<file path="src/bbdt_defines.vh">
// Constants for the billboard detach timer B block
// Behaviour
// - Timeout starts when host requests alt-mode string
// - On expiry detach, then re-attach default personality
// - Timeout value counts 10 ms units
// - Reset timeout value 07D0h, twenty seconds
// - Timeout split over low and high bytes
// - Alt-mode and URL string indices configurable
// - Either timer expiry forces detach like unplug
`ifndef BBDT_DEFINES_VH
`define BBDT_DEFINES_VH
`define BBDT_ADDR_W 16
`define BBDT_OFF_TMO_LO 16'h413E
`define BBDT_OFF_TMO_HI 16'h413F
`define BBDT_OFF_STR_CFG 16'h4140
`define BBDT_OFF_STATUS 16'h4141
`define BBDT_OFF_CTRL 16'h4142
`define BBDT_RST_TMO_LO 8'hD0
`define BBDT_RST_TMO_HI 8'h07
`define BBDT_RST_ALT_IDX 4'h0
`define BBDT_RST_URL_IDX 4'h1
`define BBDT_RST_DETACH_CYC 8'h10
`define BBDT_CLK_HZ 200000000
`define BBDT_TICK_MS 10
`define BBDT_TICK_CYC ((`BBDT_CLK_HZ / 1000) * `BBDT_TICK_MS)
`define BBDT_ST_IDLE_BIT 0
`define BBDT_ST_RUN_BIT 1
`define BBDT_ST_DET_BIT 2
`define BBDT_ST_EXP_BIT 3
`endif

</file>
<file path="src/bbdt_tick_div.v">
// Divider making a one-cycle tick every 10 ms
`timescale 1ns/1ps
`include "bbdt_defines.vh"
module bbdt_tick_div #(
    parameter TICK_CYC = `BBDT_TICK_CYC
) (
    input wire ref_clk_i, // Core clock
    input wire reset_i,   // Async reset, active high
    input wire clear_i,   // Restart the period
    output reg tick_o     // One-cycle 10 ms pulse
);
    reg [31:0] cnt_reg;

    // Free count restarted on each new run so the first unit is whole
    always @(posedge ref_clk_i or posedge reset_i) begin
        if (reset_i) begin
            cnt_reg <= 32'h00000000;
            tick_o <= 1'b0;
        end else if (clear_i) begin
            cnt_reg <= 32'h00000000;
            tick_o <= 1'b0;
        end else if (cnt_reg == TICK_CYC - 1) begin
            cnt_reg <= 32'h00000000;
            tick_o <= 1'b1;
        end else begin
            cnt_reg <= cnt_reg + 32'h00000001;
            tick_o <= 1'b0;
        end
    end
endmodule

</file>
<file path="src/bbdt_timer.v">
// Billboard detach timer B: registers, unit counter and detach sequencer
//
// The implementer's own choice: the plain strobed port.
`timescale 1ns/1ps
`include "bbdt_defines.vh"
module bbdt_timer #(
    parameter TICK_CYC = `BBDT_TICK_CYC,
    parameter DETACH_CYC = 8'h10
) (
    input wire ref_clk_i,                     // Core clock, 200 MHz
    input wire reset_i,                       // Async reset, active high
    input wire [`BBDT_ADDR_W-1:0] reg_addr_i, // Register address
    input wire [7:0] reg_wdata_i,             // Write data
    input wire reg_wr_i,                      // Write strobe
    input wire reg_rd_i,                      // Read strobe
    input wire alt_str_req_i,                 // Pulse: host asked alt-mode string
    input wire timer_a_expired_i,             // Pulse: address timer expired
    input wire billboard_active_i,            // Level: presented as billboard
    output reg [7:0] reg_rdata_o,             // Read data, cycle after strobe
    output reg detach_o,                      // Hold function disconnected
    output reg default_personality_o,         // Re-attach as default device
    output reg expired_o,                     // Pulse: timer B expired
    output reg [3:0] alt_str_idx_o,           // Alt-mode string index
    output reg [3:0] url_str_idx_o            // Additional-info URL index
);
    localparam ST_IDLE = 2'b00;
    localparam ST_RUN = 2'b01;
    localparam ST_DET = 2'b10;

    reg [7:0] tmo_lo_reg;
    reg [7:0] tmo_hi_reg;
    reg [7:0] det_len_reg;
    reg [1:0] state_reg;
    reg [1:0] state_next;
    reg [15:0] units_reg;
    reg [7:0] det_cnt_reg;
    reg exp_sticky_reg;
    wire tick;
    wire start;
    wire [15:0] tmo;

    assign tmo = {tmo_hi_reg, tmo_lo_reg};
    assign start = alt_str_req_i && billboard_active_i;

    function sel;
        input [`BBDT_ADDR_W-1:0] a;
        input [`BBDT_ADDR_W-1:0] off;
        begin
            sel = (a == off);
        end
    endfunction

    ////////////////////////////////////////////////////////////////////////
    // Unit tick, restarted with every string request made while billboard is active
    bbdt_tick_div #(
        .TICK_CYC(TICK_CYC)
    ) u_div (
        .ref_clk_i(ref_clk_i),
        .reset_i(reset_i),
        .clear_i(start || state_reg != ST_RUN),
        .tick_o(tick)
    );

    ////////////////////////////////////////////////////////////////////////
    // Register writes
    always @(posedge ref_clk_i or posedge reset_i) begin
        if (reset_i) begin
            tmo_lo_reg <= `BBDT_RST_TMO_LO;
            tmo_hi_reg <= `BBDT_RST_TMO_HI;
            alt_str_idx_o <= `BBDT_RST_ALT_IDX;
            url_str_idx_o <= `BBDT_RST_URL_IDX;
            det_len_reg <= `BBDT_RST_DETACH_CYC;
        end else if (reg_wr_i) begin
            if (sel(reg_addr_i, `BBDT_OFF_TMO_LO)) begin
                tmo_lo_reg <= reg_wdata_i;
            end
            if (sel(reg_addr_i, `BBDT_OFF_TMO_HI)) begin
                tmo_hi_reg <= reg_wdata_i;
            end
            if (sel(reg_addr_i, `BBDT_OFF_STR_CFG)) begin
                alt_str_idx_o <= reg_wdata_i[3:0];
                url_str_idx_o <= reg_wdata_i[7:4];
            end
            if (sel(reg_addr_i, `BBDT_OFF_CTRL)) begin
                det_len_reg <= (reg_wdata_i == 8'h00) ? 8'h01 : reg_wdata_i;
            end
        end
    end

    ////////////////////////////////////////////////////////////////////////
    // Reads; unmapped addresses return zero
    always @(posedge ref_clk_i or posedge reset_i) begin
        if (reset_i) begin
            reg_rdata_o <= 8'h00;
        end else if (reg_rd_i) begin
            if (sel(reg_addr_i, `BBDT_OFF_TMO_LO)) begin
                reg_rdata_o <= tmo_lo_reg;
            end else if (sel(reg_addr_i, `BBDT_OFF_TMO_HI)) begin
                reg_rdata_o <= tmo_hi_reg;
            end else if (sel(reg_addr_i, `BBDT_OFF_STR_CFG)) begin
                reg_rdata_o <= {url_str_idx_o, alt_str_idx_o};
            end else if (sel(reg_addr_i, `BBDT_OFF_STATUS)) begin
                reg_rdata_o <= {4'h0, exp_sticky_reg, state_reg == ST_DET,
                    state_reg == ST_RUN, state_reg == ST_IDLE};
            end else if (sel(reg_addr_i, `BBDT_OFF_CTRL)) begin
                reg_rdata_o <= det_len_reg;
            end else begin
                reg_rdata_o <= 8'h00;
            end
        end else begin
            reg_rdata_o <= 8'h00;
        end
    end

    ////////////////////////////////////////////////////////////////////////
    // Sequencer: a zero timeout expires on the first tick
    always @* begin
        state_next = state_reg;
        case (state_reg)
            ST_IDLE: begin
                if (timer_a_expired_i) begin
                    state_next = ST_DET;
                end else if (start) begin
                    state_next = ST_RUN;
                end
            end
            ST_RUN: begin
                if (timer_a_expired_i) begin
                    state_next = ST_DET;
                end else if (!start && tick && units_reg + 16'h0001 >= tmo) begin
                    state_next = ST_DET;
                end
            end
            ST_DET: begin
                if (det_cnt_reg == 8'h01) begin
                    state_next = ST_IDLE;
                end
            end
            default: begin
                state_next = ST_IDLE;
            end
        endcase
    end

    // Unit counter and detach pulse length
    always @(posedge ref_clk_i or posedge reset_i) begin
        if (reset_i) begin
            state_reg <= ST_IDLE;
            units_reg <= 16'h0000;
            det_cnt_reg <= 8'h00;
            detach_o <= 1'b0;
            default_personality_o <= 1'b0;
            expired_o <= 1'b0;
            exp_sticky_reg <= 1'b0;
        end else begin
            state_reg <= state_next;
            expired_o <= 1'b0;
            if (start || state_next != ST_RUN) begin
                units_reg <= 16'h0000;
            end else if (tick) begin
                units_reg <= units_reg + 16'h0001;
            end
            if (state_reg != ST_DET && state_next == ST_DET) begin
                det_cnt_reg <= det_len_reg;
                detach_o <= 1'b1;
                expired_o <= (state_reg == ST_RUN) && !timer_a_expired_i;
                exp_sticky_reg <= 1'b1;
            end else if (state_reg == ST_DET) begin
                det_cnt_reg <= det_cnt_reg - 8'h01;
                if (state_next == ST_IDLE) begin
                    detach_o <= 1'b0;
                    default_personality_o <= 1'b1;
                end
            end else if (reg_rd_i && sel(reg_addr_i, `BBDT_OFF_STATUS)) begin
                exp_sticky_reg <= 1'b0;
            end
            if (start && state_reg == ST_IDLE) begin
                default_personality_o <= 1'b0;
            end
        end
    end
endmodule

</file>
<file path="config.mk">
export PLATFORM = sky130hd
export DESIGN_NAME = bbdt_timer
export DESIGN_NICKNAME = d
export VERILOG_FILES = /design/src/bbdt_tick_div.v /design/src/bbdt_timer.v
export VERILOG_INCLUDE_DIRS = /design/src /design/src/src
export SDC_FILE = /design/constraint.sdc
export NUM_CORES = 1
export LEC_CHECK = 0
export ABC_AREA = 1
export ABC_CLOCK_PERIOD_IN_PS = 2800
export BUFFER_PORTS_ARGS = -buffer_cell sky130_fd_sc_hd__buf_2
export CAP_MARGIN = 5
export CELL_PAD_IN_SITES_DETAIL_PLACEMENT = 1
export CELL_PAD_IN_SITES_GLOBAL_PLACEMENT = 1
export CORE_UTILIZATION = 35
export CTS_BUF_LIST = sky130_fd_sc_hd__clkbuf_4 sky130_fd_sc_hd__clkbuf_8
export DETAILED_ROUTE_END_ITERATION = 10
export PLACE_DENSITY = 0.75
export RECOVER_POWER = 25
export SETUP_SLACK_MARGIN = 0.1
export SLEW_MARGIN = 40
export SYNTH_ARGS = -nofsm -noshare
export SYNTH_HDL_FRONTEND = slang
export SYNTH_SLANG_ARGS = --single-unit
</file>
<file path="constraint.sdc">
create_clock -name ref_clk_i -period 2.8 [get_ports ref_clk_i]
set_input_delay 0.14 -clock ref_clk_i [delete_from_list [all_inputs] [get_ports ref_clk_i]]
set_output_delay 0.14 -clock ref_clk_i [all_outputs]
set_load 0.02 [all_outputs]
</file>
# After elaboration in Yosys (flattened, before gate mapping)
# Cells that the tools add are included.
[totals] latch_bits=0 rom_bits=0 ff_bits=103 n_memories=0 wordCells=93 mem_bits_rw=0 output_inout_bits=19 inputBits=31
[op_classes] n_mux=32 eq_ne=15 mul=0 n_bitwise=0 shift=0 add_sub_neg=3 reduce_logical=27 order_cmp=1 n_div=0
[ops] op="16-bit by 15-bit equality test with 1-bit output (second input constant)" n=5
[ops] op="8-bit 2-to-1 mux" n=9
[ops] op="32-bit 2-to-1 mux" n=2
[ops] op="32-bit by 1-bit adder with 32-bit output (second input constant)" n=1
[ops] op="32-bit by 21-bit equality test with 1-bit output (second input constant)" n=1
[ops] op="16-bit 2-to-1 mux" n=2
[ops] op="16-bit by 1-bit adder with 16-bit output (second input constant)" n=1
[ops] op="16-bit greater-or-equal comparator" n=1
[ops] op="1-bit 2-to-1 mux" n=13
[ops] op="2-bit AND reduction" n=6
[ops] op="2-bit nonzero test" n=6
[ops] op="2-bit 2-to-1 mux" n=5
[ops] op="8-bit by 1-bit equality test with 1-bit output (second input constant)" n=1
[ops] op="8-bit logical NOT" n=1
[ops] op="2-bit by 1-bit != test with 1-bit output (second input constant)" n=4
[ops] op="8-bit by 1-bit subtractor with 8-bit output (second input constant)" n=1
[ops] op="1-bit logical AND" n=7
[ops] op="2-bit case mux with 3 select lines" n=1
[ops] op="2-bit equality test (second input constant)" n=2
[ops] op="2-bit logical NOT" n=2
[ops] op="3-bit AND reduction" n=1
[ops] op="2-bit by 1-bit equality test with 1-bit output (second input constant)" n=1
[ops] op="1-bit logical NOT" n=2
[ops] op="1-bit logical OR" n=2
[ops] op="2-bit != test (second input constant)" n=1

# Logic depth before layout (Yosys ltp)
# Gate-level depths: netlist (run 1).
[depth] ltp_word=12 ltp_mapped=23 mapped_depth_nobuf=23

# By module
# From an unflattened synthesis (run 1), not the netlist that was laid out.
[unflattened] hier_cells=834 area_unflattened_um2=6160.9
[modules_own_cells] module="bbdt_timer" area_per_inst_um2=4051.4 n_inst=1 cells_per_inst=529 seq_area_each_um2=1761.7
[modules_own_cells] module="bbdt_tick_div" area_per_inst_um2=2109.5 n_inst=1 cells_per_inst=305 seq_area_each_um2=825.8

# Least setup slack after synthesis (run 1)
# OpenSTA, ideal clock, no wires.
[synth_path] kind="flip-flop to flip-flop" from="reg units_reg[0]" to="reg det_cnt_reg[5]" period_less_slack_ps=2725 required_time_ps=2683 setup_ps=117 path_buffers=0 arrival_ps=2607 slack_ps=75 path_stages_with_launch=21 cell_sequence="dfrtp_1 -> ha_1 -> nand2_1 -> nor2_1 -> nand3_1 -> nor2_1 -> nand4_1 -> xnor2_1 -> ha_1 -> nand2_1 -> o21ai_0 -> a21oi_1 -> nand2_1 -> nand2_1 -> nand2_1 -> nand2_1 -> nand2_2 -> nand2_2 -> nand2_1 -> nand3_1 -> nand2_1"
[synth_via] elab_chain_len=9 elab_cells_between_ends=10 classes_between="add/sub (1); order compare (1); eq/ne (1); mux (4); reduce/logical (3)"
[synth_rtl] item="from (decl)" line_no="bbdt_timer.v:35" rtl="reg [15:0] units_reg;"
[synth_rtl] item="from (signal assigned)" line_no="bbdt_timer.v:161" rtl="units_reg <= units_reg + 16'h0001;"
[synth_rtl] item="16-bit by 1-bit adder with 16-bit output (*)" line_no="bbdt_timer.v:130" rtl="end else if (!start && tick && units_reg + 16'h0001 >= tmo) begin"
[synth_rtl] item="16-bit greater-or-equal comparator (*)" line_no="bbdt_timer.v:130"
[synth_rtl] item="1-bit logical AND (*)" line_no="bbdt_timer.v:130"
[synth_rtl] item="2-bit 2-to-1 mux (*)" line_no="bbdt_timer.v:130"
[synth_rtl] item="2-bit 2-to-1 mux (*)" line_no="bbdt_timer.v:128" rtl="if (timer_a_expired_i) begin"
[synth_rtl] item="2-bit case mux with 3 select lines (*)" line_no="bbdt_timer.v:119" rtl="case (state_reg)"
[synth_rtl] item="2-bit equality test (*)" line_no="bbdt_timer.v:163" rtl="if (state_reg != ST_DET && state_next == ST_DET) begin"
[synth_rtl] item="1-bit logical AND (*)" line_no="bbdt_timer.v:163"
[synth_rtl] item="8-bit 2-to-1 mux / 2-bit nonzero test (equally long branches)"
[synth_rtl] item="to (signal assigned)" line_no="bbdt_timer.v:164" rtl="det_cnt_reg <= det_len_reg;"
[synth_rtl] item="to (signal assigned)" line_no="bbdt_timer.v:169" rtl="det_cnt_reg <= det_cnt_reg - 8'h01;"
[synth_rtl] item="to (decl)" line_no="bbdt_timer.v:36" rtl="reg [7:0] det_cnt_reg;"
# Mark *: on every way between the ends. The rest lies on a longest branch, timed or not.
# A chain may end at the register's enable or synchronous reset.

# Worst setup path in the final report (run 1)
[layout_path] from="reg units_reg[5]" to="reg units_reg[13]"
[layout_via] elab_chain_len=9 elab_cells_between_ends=11 classes_between="add/sub (1); order compare (1); eq/ne (1); mux (5); reduce/logical (3)"
[layout_rtl] item="16-bit by 1-bit adder with 16-bit output (*)" line_no="bbdt_timer.v:130"
[layout_rtl] item="16-bit greater-or-equal comparator (*)" line_no="bbdt_timer.v:130"
[layout_rtl] item="1-bit logical AND (*)" line_no="bbdt_timer.v:130"
[layout_rtl] item="2-bit 2-to-1 mux (*)" line_no="bbdt_timer.v:130"
[layout_rtl] item="2-bit 2-to-1 mux (*)" line_no="bbdt_timer.v:128"
[layout_rtl] item="2-bit case mux with 3 select lines (*)" line_no="bbdt_timer.v:119"
[layout_rtl] item="named net state_next[0]" line_no="bbdt_timer.v:34" rtl="reg [1:0] state_next;"
[layout_rtl] item="2-bit by 1-bit != test with 1-bit output (*)" line_no="bbdt_timer.v:158" rtl="if (start || state_next != ST_RUN) begin"
[layout_rtl] item="1-bit logical OR (*)" line_no="bbdt_timer.v:158"
[layout_rtl] item="16-bit 2-to-1 mux / 2-bit nonzero test (equally long branches)"
# The timed path passes the listed nets; every way through them passes the cells marked *. The select of a mux whose other input is x is not followed.

==> metrics.md, run 1 <==
| Metric | Value |
|---|---|
| Post-Route WL | 16700 microns |
| Port buffer count | 49 |
| Drt wl/cell | 15.5 microns |
| Setup TNS | -3.22 ns |
| Run status | finished with violations |
| Cts bufs inserted | 9 |
| Final setup viols | 29 |
| Most common cell after layout, fill and taps aside | nand2_1 |
| Fin crit share | 1.06 |
| Sequential share of the synthesized area | 0.429 |
| Syn avg cell area | 7.96 sq um |
| Largest fanout on the critical path | 9 |
| Library cells used by synthesis | 43 |
| Synth Register Bits | 103 |
| Post-Syn Instances | 757 |
| Peak VDD IR | 0.000297 V |
| Post-synthesis async set-or-reset flop share | 1.00 |
| Post-route ant nets | 0 |
| WP data arrival | 3.31 ns |
| Inst Count DP | 1047 |
| Gpl congestion | 0.829 |
| Cell leakage power | 3.25 nW |
| Clk pin slew, worst setup/hold paths | 0.12 ns |
| Post-detail-place hpwl | 12600 microns |
| Final core occ | 0.429 |
| Max-slew headroom | 0.161 |
| Design Power | 0.00332 W |
| Ys Warns | 0 |
| Post-route setup slack | -0.174 ns |
| Critical path class | reg2reg |
| Number of global-route vias before repair | 5568 |
| Final Hold Fails | 0 |
| Synth-to-layout area growth | 19.0% |
| Final Max Tran Viols | 0 |
| Violated checks | setup timing |
| Skew final | 0.0187 ns |
| CTS tree | done |
| Critical Path RT | 3.14 ns |
| Post-synth top area share | 0.395 |
| Ys flop type | dfrtp_1 |
| Crit-path max cell delay | 0.39 ns |
| Vias | 5341 |
| Worst Tran Pin Value | 1.26 ns |
| CP Capture Type | flop |
| Die Area | 17700 sq um |
| Max Clk Rate | 336 MHz |
| Largest buffer count on any clock path | 2 |
| Buf/Inv on CP | 4 |
| Core area | 16700 sq um |
| Cell Chain, Critical Path | inv_2 > nor4_4 > nand3_2 > nor2_2 > inv_2 > nor2_4 > a21oi_1 > nor2_1 > ha_1 > a21oi_2 > o21ai_1 > a21oi_1 > nand2_1 > nand2_2 > nand2_1 > nand2_2 > nand2_2 > buf_8 > inv_2 > o21ai_0 > nor2_1 |
| Largest register FFs | 32 |
| Root Driver | clkbuf_8 |
| HP Class | in2reg |
| GRT Util Overall | 0.198 |
| Most frequent cells in the layout | nand2_1 (132), inv_1 (99), dfrtp_1 (95), nor2_1 (88), buf_4 (36) |
| RSZ-0062 raised after global routing | true |
| DRC | 0 |
| Largest net degree at the start of global routing | 58 |
| Die width | 133 microns |
| Min Tclk post-route | 2.97 ns |
| Detailed Route Iter0 Violations | 222 |
| EDFF count, synth | 0 |
| CP max stage cell | dfrtp_1 |
| H-tree depth | 3 |
| Diodes inserted | 0 |
| Synth Net Count | 808 |
| Synth area leaders | dfrtp_1 (39%), nand2_1 (8.9%), inv_1 (6.5%) |
| Area leader, netlist | dfrtp_1 |
| First-pass GRT wire length | 27700 microns |
| Final nets | 899 |
| Synthesized area | 6030 sq um |
| Total gr overflow | 0 |
| Die Ht | 133 microns |
| Drt pass-1 iters | 4 |
| Largest delay share family, worst path | simple AND/OR/NAND/NOR gates |
| Worst hold slack | 0.0412 ns |
| Pwr dens | 463 nW/um^2 |
| Via/cell ratio | 4.98 |
| Max cap viols | 0 |
| Later-pin clock latency in the skew report | 0.40 ns |
| Fin cells | 1073 |
| Site Rows | 47 |
| Startpoint Class | flop |
| Ports | 50 |
| Fraction of layout cells with a size suffix above 1 | 0.226 |
| Antenna violations before repair | 0 |
| Clk sink count | 103 |
| Initial Utilization | 0.361 |
[synth_stat cells, types with 9 or more instances]
master     n
inv_2      9
nor3_1    24
nand3_1   35
nand2_1  143
ha_1      20
a21oi_1   28
inv_1    104
o21ai_1   10
o21ai_0   37
dfrtp_1   95
nand4_1   28
nor2_1    93
xor2_1    20
[report_power, final]
group	total [W]	switching (W)	internal [W]
clock network	0.000934	0.000588	0.000346
registers	0.00164	0.0000762	0.00157
logic	0.000743	0.000475	0.000267
[final cells by class]
type | count | area [sq um]
timing repair buffer | 93 | 579
clock inverter | 7 | 62.6
multi-input combinational | 527 | 3110
sequential | 103 | 2590
clock buffer | 9 | 124
inverter | 114 | 429
fill | 2071 | 9530
tap | 220 | 275
[per-layer routing]
layer | wire length [microns] | track usage | up-vias
li1 | - | - | 2663
met2 | 8290 | 0.340 | 71
met3 | 633 | 0.0365 | 15
met1 | 7540 | 0.256 | 2592
met5 | 0 | 0 | -
met4 | 212 | 0.0556 | 0
[worst paths after layout]
check | startpoint | to | slack [ns] | depth (start not counted)
setup / recovery | units_reg[5]$_DFFE_PP0P_ | units_reg[13]$_DFFE_PP0P_ | -0.17 | 21
hold / removal | reg_wdata_i[0] | det_len_reg[0]$_DFFE_PP0P_ | 0.04 | 3
setup reg to reg | units_reg[5]$_DFFE_PP0P_ | units_reg[13]$_DFFE_PP0P_ | -0.17 | 21
hold reg to reg | u_div.cnt_reg[0]$_DFF_PP0_ | u_div.cnt_reg[0]$_DFF_PP0_ | 0.47 | 1
max in group asynchronous | reset_i | reg_rdata_o[7]$_DFF_PP0_ | 0.49 | 4
min in group asynchronous | reset_i | u_div.cnt_reg[9]$_DFF_PP0_ | 0.53 | 3
[metrics by stage]
| step | setup WS [ns] | instance area (sq um) |
|---|---|---|
| 6_report | -0.174 | 7170 |
| 5_1_grt | -0.419 | 7170 |
| 3_5_place_dp | -0.148 | 6750 |
| 4_1_cts | -0.108 | 7070 |
| 3_3_place_gp | -0.0390 | 6750 |
| 2_1_floorplan | 0.111 | 6030 |
[cell families after synthesis]
family,Yosys count,synth area share
buffers and inverters,127,0.0826
DFF,103,0.429
and+or+nand+nor,373,0.299
AOI/OAI and AO/OA,106,0.106
xor gates and xnor gates,28,0.0419
adders and majority gates,20,0.0415
[worst register-to-register path, delay by kind of cell, from the launching register on]
family          cells  cell delay, ns
buf+inv             4            0.38
simple gates       11            1.34
fa+ha+maj           1            0.31
flops               1            0.39
compound gates      5            0.51
[timing repair]
action	CTS	global route
pin swaps	15	27
hold buffers	1	0
setup endpoints to repair	29	30
hold endpoints to repair	26	0
setup buffers	4	5
gates resized for setup	27	28
(Power assumes the default switching activity.)
==> run 2: changes to the inputs <==
BUFFER_PORTS_ARGS = default   (was -buffer_cell sky130_fd_sc_hd__buf_2)
DONT_BUFFER_PORTS = 1   (was default)
PLACE_DENSITY = 0.72   (was 0.75)
==> metrics.md, run 2 (synthesized netlist as in run 1, its figures left out) <==
| Metric | Value |
|---|---|
| R2R Path End | det_cnt_reg[7]$_DFFE_PP0P_ (was units_reg[13]$_DFFE_PP0P_) |
| Die Ht | 133 microns (unchanged) |
| Number of global-route vias before repair | 5536 (was 5568) |
| DRC | 0 (unchanged) |
| Clk sink count | 103 (unchanged) |
| Drt wl/cell | 16.9 microns (was 15.5 microns) |
| Pwr dens | 481 nW/um^2 (was 463 nW/um^2) |
| Cts bufs inserted | 9 (unchanged) |
| Site Rows | 47 (unchanged) |
| HP Class | in2reg (unchanged) |
| R2R setup slack | -0.17 ns (about the same) |
| Worst hold slack | 0.0253 ns (was 0.0412 ns) |
| Drt pass-1 iters | 4 (unchanged) |
| Core area | 16700 sq um (unchanged) |
| Max-slew headroom | 0.140 (was 0.161) |
| Run status | finished with violations (unchanged) |
| Fraction of layout cells with a size suffix above 1 | 0.206 (was 0.226) |
| Setup TNS | -3.00 ns (was -3.22 ns) |
| DP Area | 6520 sq um (was 6750 sq um) |
| Die Area | 17700 sq um (unchanged) |
| Peak VDD IR | 0.000396 V (was 0.000297 V) |
| Fin crit share | 1.06 (about the same) |
| Ports | 50 (unchanged) |
| Sink of the worst hold path | alt_str_idx_o[2]$_DFFE_PP0P_ (was det_len_reg[0]$_DFFE_PP0P_) |
| Final Hold Fails | 0 (unchanged) |
| Post-route ant nets | 0 (unchanged) |
| Critical path class | reg2reg (unchanged) |
| H-tree depth | 3 (unchanged) |
| Vias | 5330 (was 5341) |
| Largest buffer count on any clock path | 2 (unchanged) |
| Post-detail-place hpwl | 13100 microns (was 12600 microns) |
| Design Area, Final | 7070 sq um (was 7170 sq um) |
| Diodes inserted | 0 (unchanged) |
| Min Tclk post-route | 2.97 ns (about the same) |
| Largest net degree at the start of global routing | 52 (was 58) |
| Later-pin clock latency in the skew report | 0.40 ns (about the same) |
| Skew final | 0.0168 ns (was 0.0187 ns) |
| Critical Path RT | 3.08 ns (was 3.14 ns) |
| Cell leakage power | 3.16 nW (was 3.25 nW) |
| Most common cell after layout, fill and taps aside | nand2_1 (unchanged) |
| R2R depth | 20 (was 21) |
| Gpl congestion | 0.887 (was 0.829) |
| Most frequent cells in the layout | nand2_1 (132), inv_1 (100), dfrtp_1 (95), nor2_1 (88), buf_4 (46) (was nand2_1 (132), inv_1 (99), dfrtp_1 (95), nor2_1 (88), buf_4 (36)) |
| CP Capture Type | flop (unchanged) |
| Initial Utilization | 0.361 (unchanged) |
| Max Clk Rate | 337 MHz (was 336 MHz) |
| Die width | 133 microns (unchanged) |
| Max cap viols | 0 (unchanged) |
| Total gr overflow | 0 (unchanged) |
| Post-route setup slack | -0.166 ns (was -0.174 ns) |
| Worst Hold Depth | 2 (was 3) |
| RSZ-0062 raised after global routing | true (unchanged) |
| Post-Route WL | 17600 microns (was 16700 microns) |
| Largest register FFs | 32 (unchanged) |
| WP data arrival | 3.25 ns (was 3.31 ns) |
| Largest fanout on the critical path | 6 (was 9) |
| Synth-to-layout area growth | 17.4% (was 19.0%) |
| Final setup viols | 28 (was 29) |
| Worst Tran Pin Value | 1.29 ns (was 1.26 ns) |
| GRT Util Overall | 0.210 (was 0.198) |
| Via/cell ratio | 5.14 (was 4.98) |
| Final nets | 862 (was 899) |
| R2R Path Start | units_reg[5]$_DFFE_PP0P_ (unchanged) |
| CTS tree | done (unchanged) |
| Final Max Tran Viols | 0 (unchanged) |
| Hold wc startpoint | reg_wdata_i[2] (was reg_wdata_i[0]) |
| Root Driver | clkbuf_8 (unchanged) |
| Detailed Route Iter0 Violations | 228 (was 222) |
| Port buffer count | 0 (was 49) |
| Design Power | 0.00340 W (was 0.00332 W) |
| Clk pin slew, worst setup/hold paths | 0.10 ns (was 0.12 ns) |
| Antenna violations before repair | 0 (unchanged) |
| First-pass GRT wire length | 28900 microns (was 27700 microns) |
| Startpoint Class | flop (unchanged) |
| Violated checks | setup timing (unchanged) |
-- run 2: changes by cell type in the layout (fill, tap and decap cells not counted), moves of 5 or more --
| cell | delta |
|---|---|
| buf_4 | +10 |
| dlygate4sd3_1 | +5 |
| buf_2 | -32 |
| clkbuf_1 | -18 |
-- run 2: what timing repair did --
| action | CTS | global route |
|---|---|---|
| setup endpoints to repair | 29 | 30 |
| buffers inserted | 7 | 7 |
| pin swaps | 11 | 20 |
| gates cloned | 0 | 0 |
| hold buffers | 6 | 0 |
| resized for setup | 28 | 26 |
| endpoints found under the hold margin | 38 | 0 |
-- run 2: worst max path at each step --
stage	start	endpoint	slack, ns
after floorplan	units_reg[6]$_DFFE_PP0P_	det_cnt_reg[5]$_DFFE_PP0P_	0.11
after global placement	units_reg[5]$_DFFE_PP0P_	det_cnt_reg[5]$_DFFE_PP0P_	-0.18
after detailed placement	units_reg[5]$_DFFE_PP0P_	units_reg[11]$_DFFE_PP0P_	-0.30
after CTS	units_reg[4]$_DFFE_PP0P_	units_reg[11]$_DFFE_PP0P_	-0.06
after global routing	units_reg[5]$_DFFE_PP0P_	det_cnt_reg[4]$_DFFE_PP0P_	-0.36
final	units_reg[5]$_DFFE_PP0P_	det_cnt_reg[7]$_DFFE_PP0P_	-0.17
-- run 2: cell type report --
type | count | area [sq um]
timing repair buffer | 56 | 448
sequential | 103 | 2590
tap | 220 | 275
clock inverter | 6 | 67.6
fill | 2061 | 9630
clock buffer | 10 | 131
inverter | 114 | 429
multi-input combinational | 527 | 3130
-- run 2: routing by layer --
layer,up-vias,track usage,routed length [microns]
li1,2592,-,-
met5,-,0,0
met1,2630,0.271,7930
met4,0,0.0562,278
met2,85,0.347,8600
met3,23,0.0552,748
-- run 2: stage by stage --
stage	instances	worst slack [ns]	utilization
4_1_cts	1029	-0.0627	0.415
2_1_floorplan	757	0.111	-
3_3_place_gp	1000	-0.177	0.390
3_5_place_dp	1000	-0.297	0.390
6_report	1036	-0.166	0.424
5_1_grt	1036	-0.364	0.424
-- run 2: power by group --
part           switching [W]  internal (W)
logic               0.000461      0.000261
clock network       0.000574      0.000430
registers           0.000105       0.00157
total                0.00114       0.00226
-- run 2: worst max-delay path, stage by stage (launching register included) --
cell and delay, ns:
dfrtp_1 0.38, inv_2 0.07, nor4_4 0.32, nand3_2 0.13, nor2_2 0.13, inv_2 0.07, nor2_4 0.15, nand2_2 0.09
xnor2_2 0.15, ha_1 0.32, a21oi_1 0.13, o21ai_1 0.08, a21oi_1 0.11, nand2_1 0.08, nand2_2 0.07, nand2_2 0.05
nand2_2 0.08, nand2_4 0.09, buf_4 0.15, nand4_1 0.09, nand3b_1 0.09
==> run 3: changes to the inputs <==
RECOVER_POWER = default   (was 25)
==> metrics.md, run 3 (synthesized netlist as in run 1, its figures left out) <==
| Metric | Value |
|---|---|
| Final Hold Fails | 0 (unchanged) |
| Max-slew headroom | 0.483 (was 0.140) |
| Critical Path RT | 3.08 ns (about the same) |
| Footprint of the multi-input gates | 3130 sq um (unchanged) |
| Core area | 16700 sq um (unchanged) |
| Min Tclk post-route | 2.97 ns (about the same) |
| Fin crit share | 1.06 (about the same) |
| Clk sink count | 103 (unchanged) |
| Post-detail-place hpwl | 13100 microns (unchanged) |
| R2R depth | 20 (unchanged) |
| Vias | 5324 (was 5330) |
| Fraction of layout cells with a size suffix above 1 | 0.206 (unchanged) |
| Port buffer count | 0 (unchanged) |
| Initial Utilization | 0.361 (unchanged) |
| Post-Route WL | 17600 microns (about the same) |
| Diodes inserted | 0 (unchanged) |
| Final core occ | 0.425 (was 0.424) |
| WP data arrival | 3.25 ns (about the same) |
| Root Driver | clkbuf_8 (unchanged) |
| DRC | 0 (unchanged) |
| CP max stage cell | dfrtp_1 (unchanged) |
| Site Rows | 47 (unchanged) |
| DP Area | 6520 sq um (unchanged) |
| Final setup viols | 28 (unchanged) |
| FILL cells | 2061 (unchanged) |
| Cell Chain, Critical Path | inv_2 > nor4_4 > nand3_2 > nor2_2 > inv_2 > nor2_4 > nand2_2 > xnor2_2 > ha_1 > a21oi_1 > o21ai_1 > a21oi_1 > nand2_1 > nand2_2 > nand2_2 > nand2_2 > nand2_4 > buf_4 > nand4_1 > nand3b_1 (unchanged) |
| Cts bufs inserted | 9 (unchanged) |
| Die Ht | 133 microns (unchanged) |
| Worst Tran Pin Value | 0.775 ns (was 1.29 ns) |
| Largest delay share family, worst path | simple AND/OR/NAND/NOR gates (unchanged) |
| Crit-path max cell delay | 0.38 ns (about the same) |
| Synth-to-layout area growth | 17.7% (was 17.4%) |
| Final Max Tran Viols | 0 (unchanged) |
| Max Clk Rate | 337 MHz (about the same) |
| RSZ-0062 raised after global routing | true (unchanged) |
| Violated checks | setup timing (unchanged) |
| Die width | 133 microns (unchanged) |
| Clk pin slew, worst setup/hold paths | 0.10 ns (about the same) |
| Number of global-route vias before repair | 5536 (unchanged) |
| Final nets | 862 (unchanged) |
| First-pass GRT wire length | 28900 microns (unchanged) |
| Pre-CTS WS | -0.297 ns (unchanged) |
| Gpl congestion | 0.887 (unchanged) |
| Critical path class | reg2reg (unchanged) |
| Drt pass-1 iters | 6 (was 4) |
| Most common cell after layout, fill and taps aside | nand2_1 (unchanged) |
| Worst hold slack | 0.0258 ns (was 0.0253 ns) |
| Critical Path Stages | 20 (unchanged) |
| Antenna violations before repair | 0 (unchanged) |
| Drt wl/cell | 17.0 microns (was 16.9 microns) |
| Die Area | 17700 sq um (unchanged) |
| Worst Hold Depth | 2 (unchanged) |
| Sequential cell area | 2590 sq um (unchanged) |
| HP Class | in2reg (unchanged) |
| Max cap viols | 0 (unchanged) |
| Later-pin clock latency in the skew report | 0.40 ns (about the same) |
| Most frequent cells in the layout | nand2_1 (132), inv_1 (100), dfrtp_1 (95), nor2_1 (88), buf_4 (46) (unchanged) |
| Post-route ant nets | 0 (unchanged) |
| R2R setup slack | -0.17 ns (about the same) |
| Post-route setup slack | -0.170 ns (was -0.166 ns) |
| Via/cell ratio | 5.14 (about the same) |
| Buf/Inv on CP | 3 (unchanged) |
| Pwr dens | 481 nW/um^2 (about the same) |
| Ports | 50 (unchanged) |
| Cell leakage power | 3.16 nW (about the same) |
| H-tree depth | 3 (unchanged) |
| GRT Util Overall | 0.210 (unchanged) |
| Startpoint Class | flop (unchanged) |
| Detailed Route Iter0 Violations | 218 (was 228) |
| CP Capture Type | flop (unchanged) |
| Inst Count DP | 1000 (unchanged) |
| Cell mode on critical path | nand2_2 (unchanged) |
| Peak VDD IR | 0.000397 V (was 0.000396 V) |
| CTS tree | done (unchanged) |
| Largest register FFs | 32 (unchanged) |
| Largest fanout on the critical path | 6 (unchanged) |
| Total gr overflow | 0 (unchanged) |
| Largest net degree at the start of global routing | 52 (unchanged) |
| Design Area, Final | 7090 sq um (was 7070 sq um) |
| Run status | finished with violations (unchanged) |
| Largest buffer count on any clock path | 2 (unchanged) |
| Skew final | 0.0166 ns (was 0.0168 ns) |
| Fin cells | 1036 (unchanged) |
==> run 3: changes by cell type in the layout (fill, tap and decap cells not counted) <==
cell,before,now
buf_12,0,1
clkinvlp_4,1,2
clkbuf_2,1,0
clkinvlp_2,1,0
==> run 3: what timing repair did <==
item                                    CTS  global route
endpoints found under the setup margin   29            30
gates resized for setup                  28            26
buffers inserted                          7             7
hold buffers                              6             0
pin swaps                                11            20
hold endpoints to repair                 38             0
gates cloned                              0             0
==> run 3: layout make-up <==
| type | count | area share |
|---|---|---|
| Multi-Input combinational cell | 527 | 0.442 |
| Sequential cell | 103 | 0.365 |
| Timing Repair Buffer | 56 | 0.0653 |
| Inverter | 114 | 0.0609 |
| Tap cell | 220 | 0.0388 |
| Clock buffer | 10 | 0.0185 |
| Clock inverter | 6 | 0.00953 |
==> run 3: path summary, 6_finish.rpt <==
check                                           start                      endpoint
setup / recovery             units_reg[5]$_DFFE_PP0P_    det_cnt_reg[7]$_DFFE_PP0P_
hold / removal                         reg_wdata_i[2]  alt_str_idx_o[2]$_DFFE_PP0P_
setup reg to reg             units_reg[5]$_DFFE_PP0P_    det_cnt_reg[7]$_DFFE_PP0P_
hold reg to reg            u_div.cnt_reg[0]$_DFF_PP0_    u_div.cnt_reg[0]$_DFF_PP0_
max in group asynchronous                     reset_i      units_reg[3]$_DFFE_PP0P_
min in group asynchronous                     reset_i           expired_o$_DFF_PP0_
==> run 3: worst reg2reg max path: stages (launching register included) <==
cell	delay (ns)
dfrtp_1	0.38
inv_2	0.07
nor4_4	0.32
nand3_2	0.13
nor2_2	0.13
inv_2	0.07
nor2_4	0.15
nand2_2	0.09
xnor2_2	0.15
ha_1	0.32
a21oi_1	0.13
o21ai_1	0.08
a21oi_1	0.11
nand2_1	0.08
nand2_2	0.07
nand2_2	0.05
nand2_2	0.08
nand2_4	0.09
buf_4	0.15
nand4_1	0.09
nand3b_1	0.09
==> run 3: power breakdown <==
group	internal (W)	leakage (nW)	switching [W]
clock network	0.000430	0.102	0.000577
logic	0.000263	1.68	0.000464
registers	0.00157	1.38	0.000105
total	0.00226	3.16	0.00115
==> run 3: metrics by stage <==
stage | TNS, ns | total power (W)
finish | -3.07 | 0.00341
global route | -9.07 | 0.00359
CTS | -0.683 | 0.00340
detailed placement | -5.14 | 0.00235
global placement | -3.04 | 0.00230
floorplan | 0 | 0.00213
==> run 3: per-layer routing <==
layer  vias to the layer above  share of wire  GRT usage  wire length [microns]
met5                         -              0          0                      0
met4                         0          0.017     0.0562                    293
met3                        25          0.037     0.0552                    648
met2                        69           0.48      0.347                   8510
met1                      2641           0.46      0.271                   8170
li1                       2589              -          -                      -
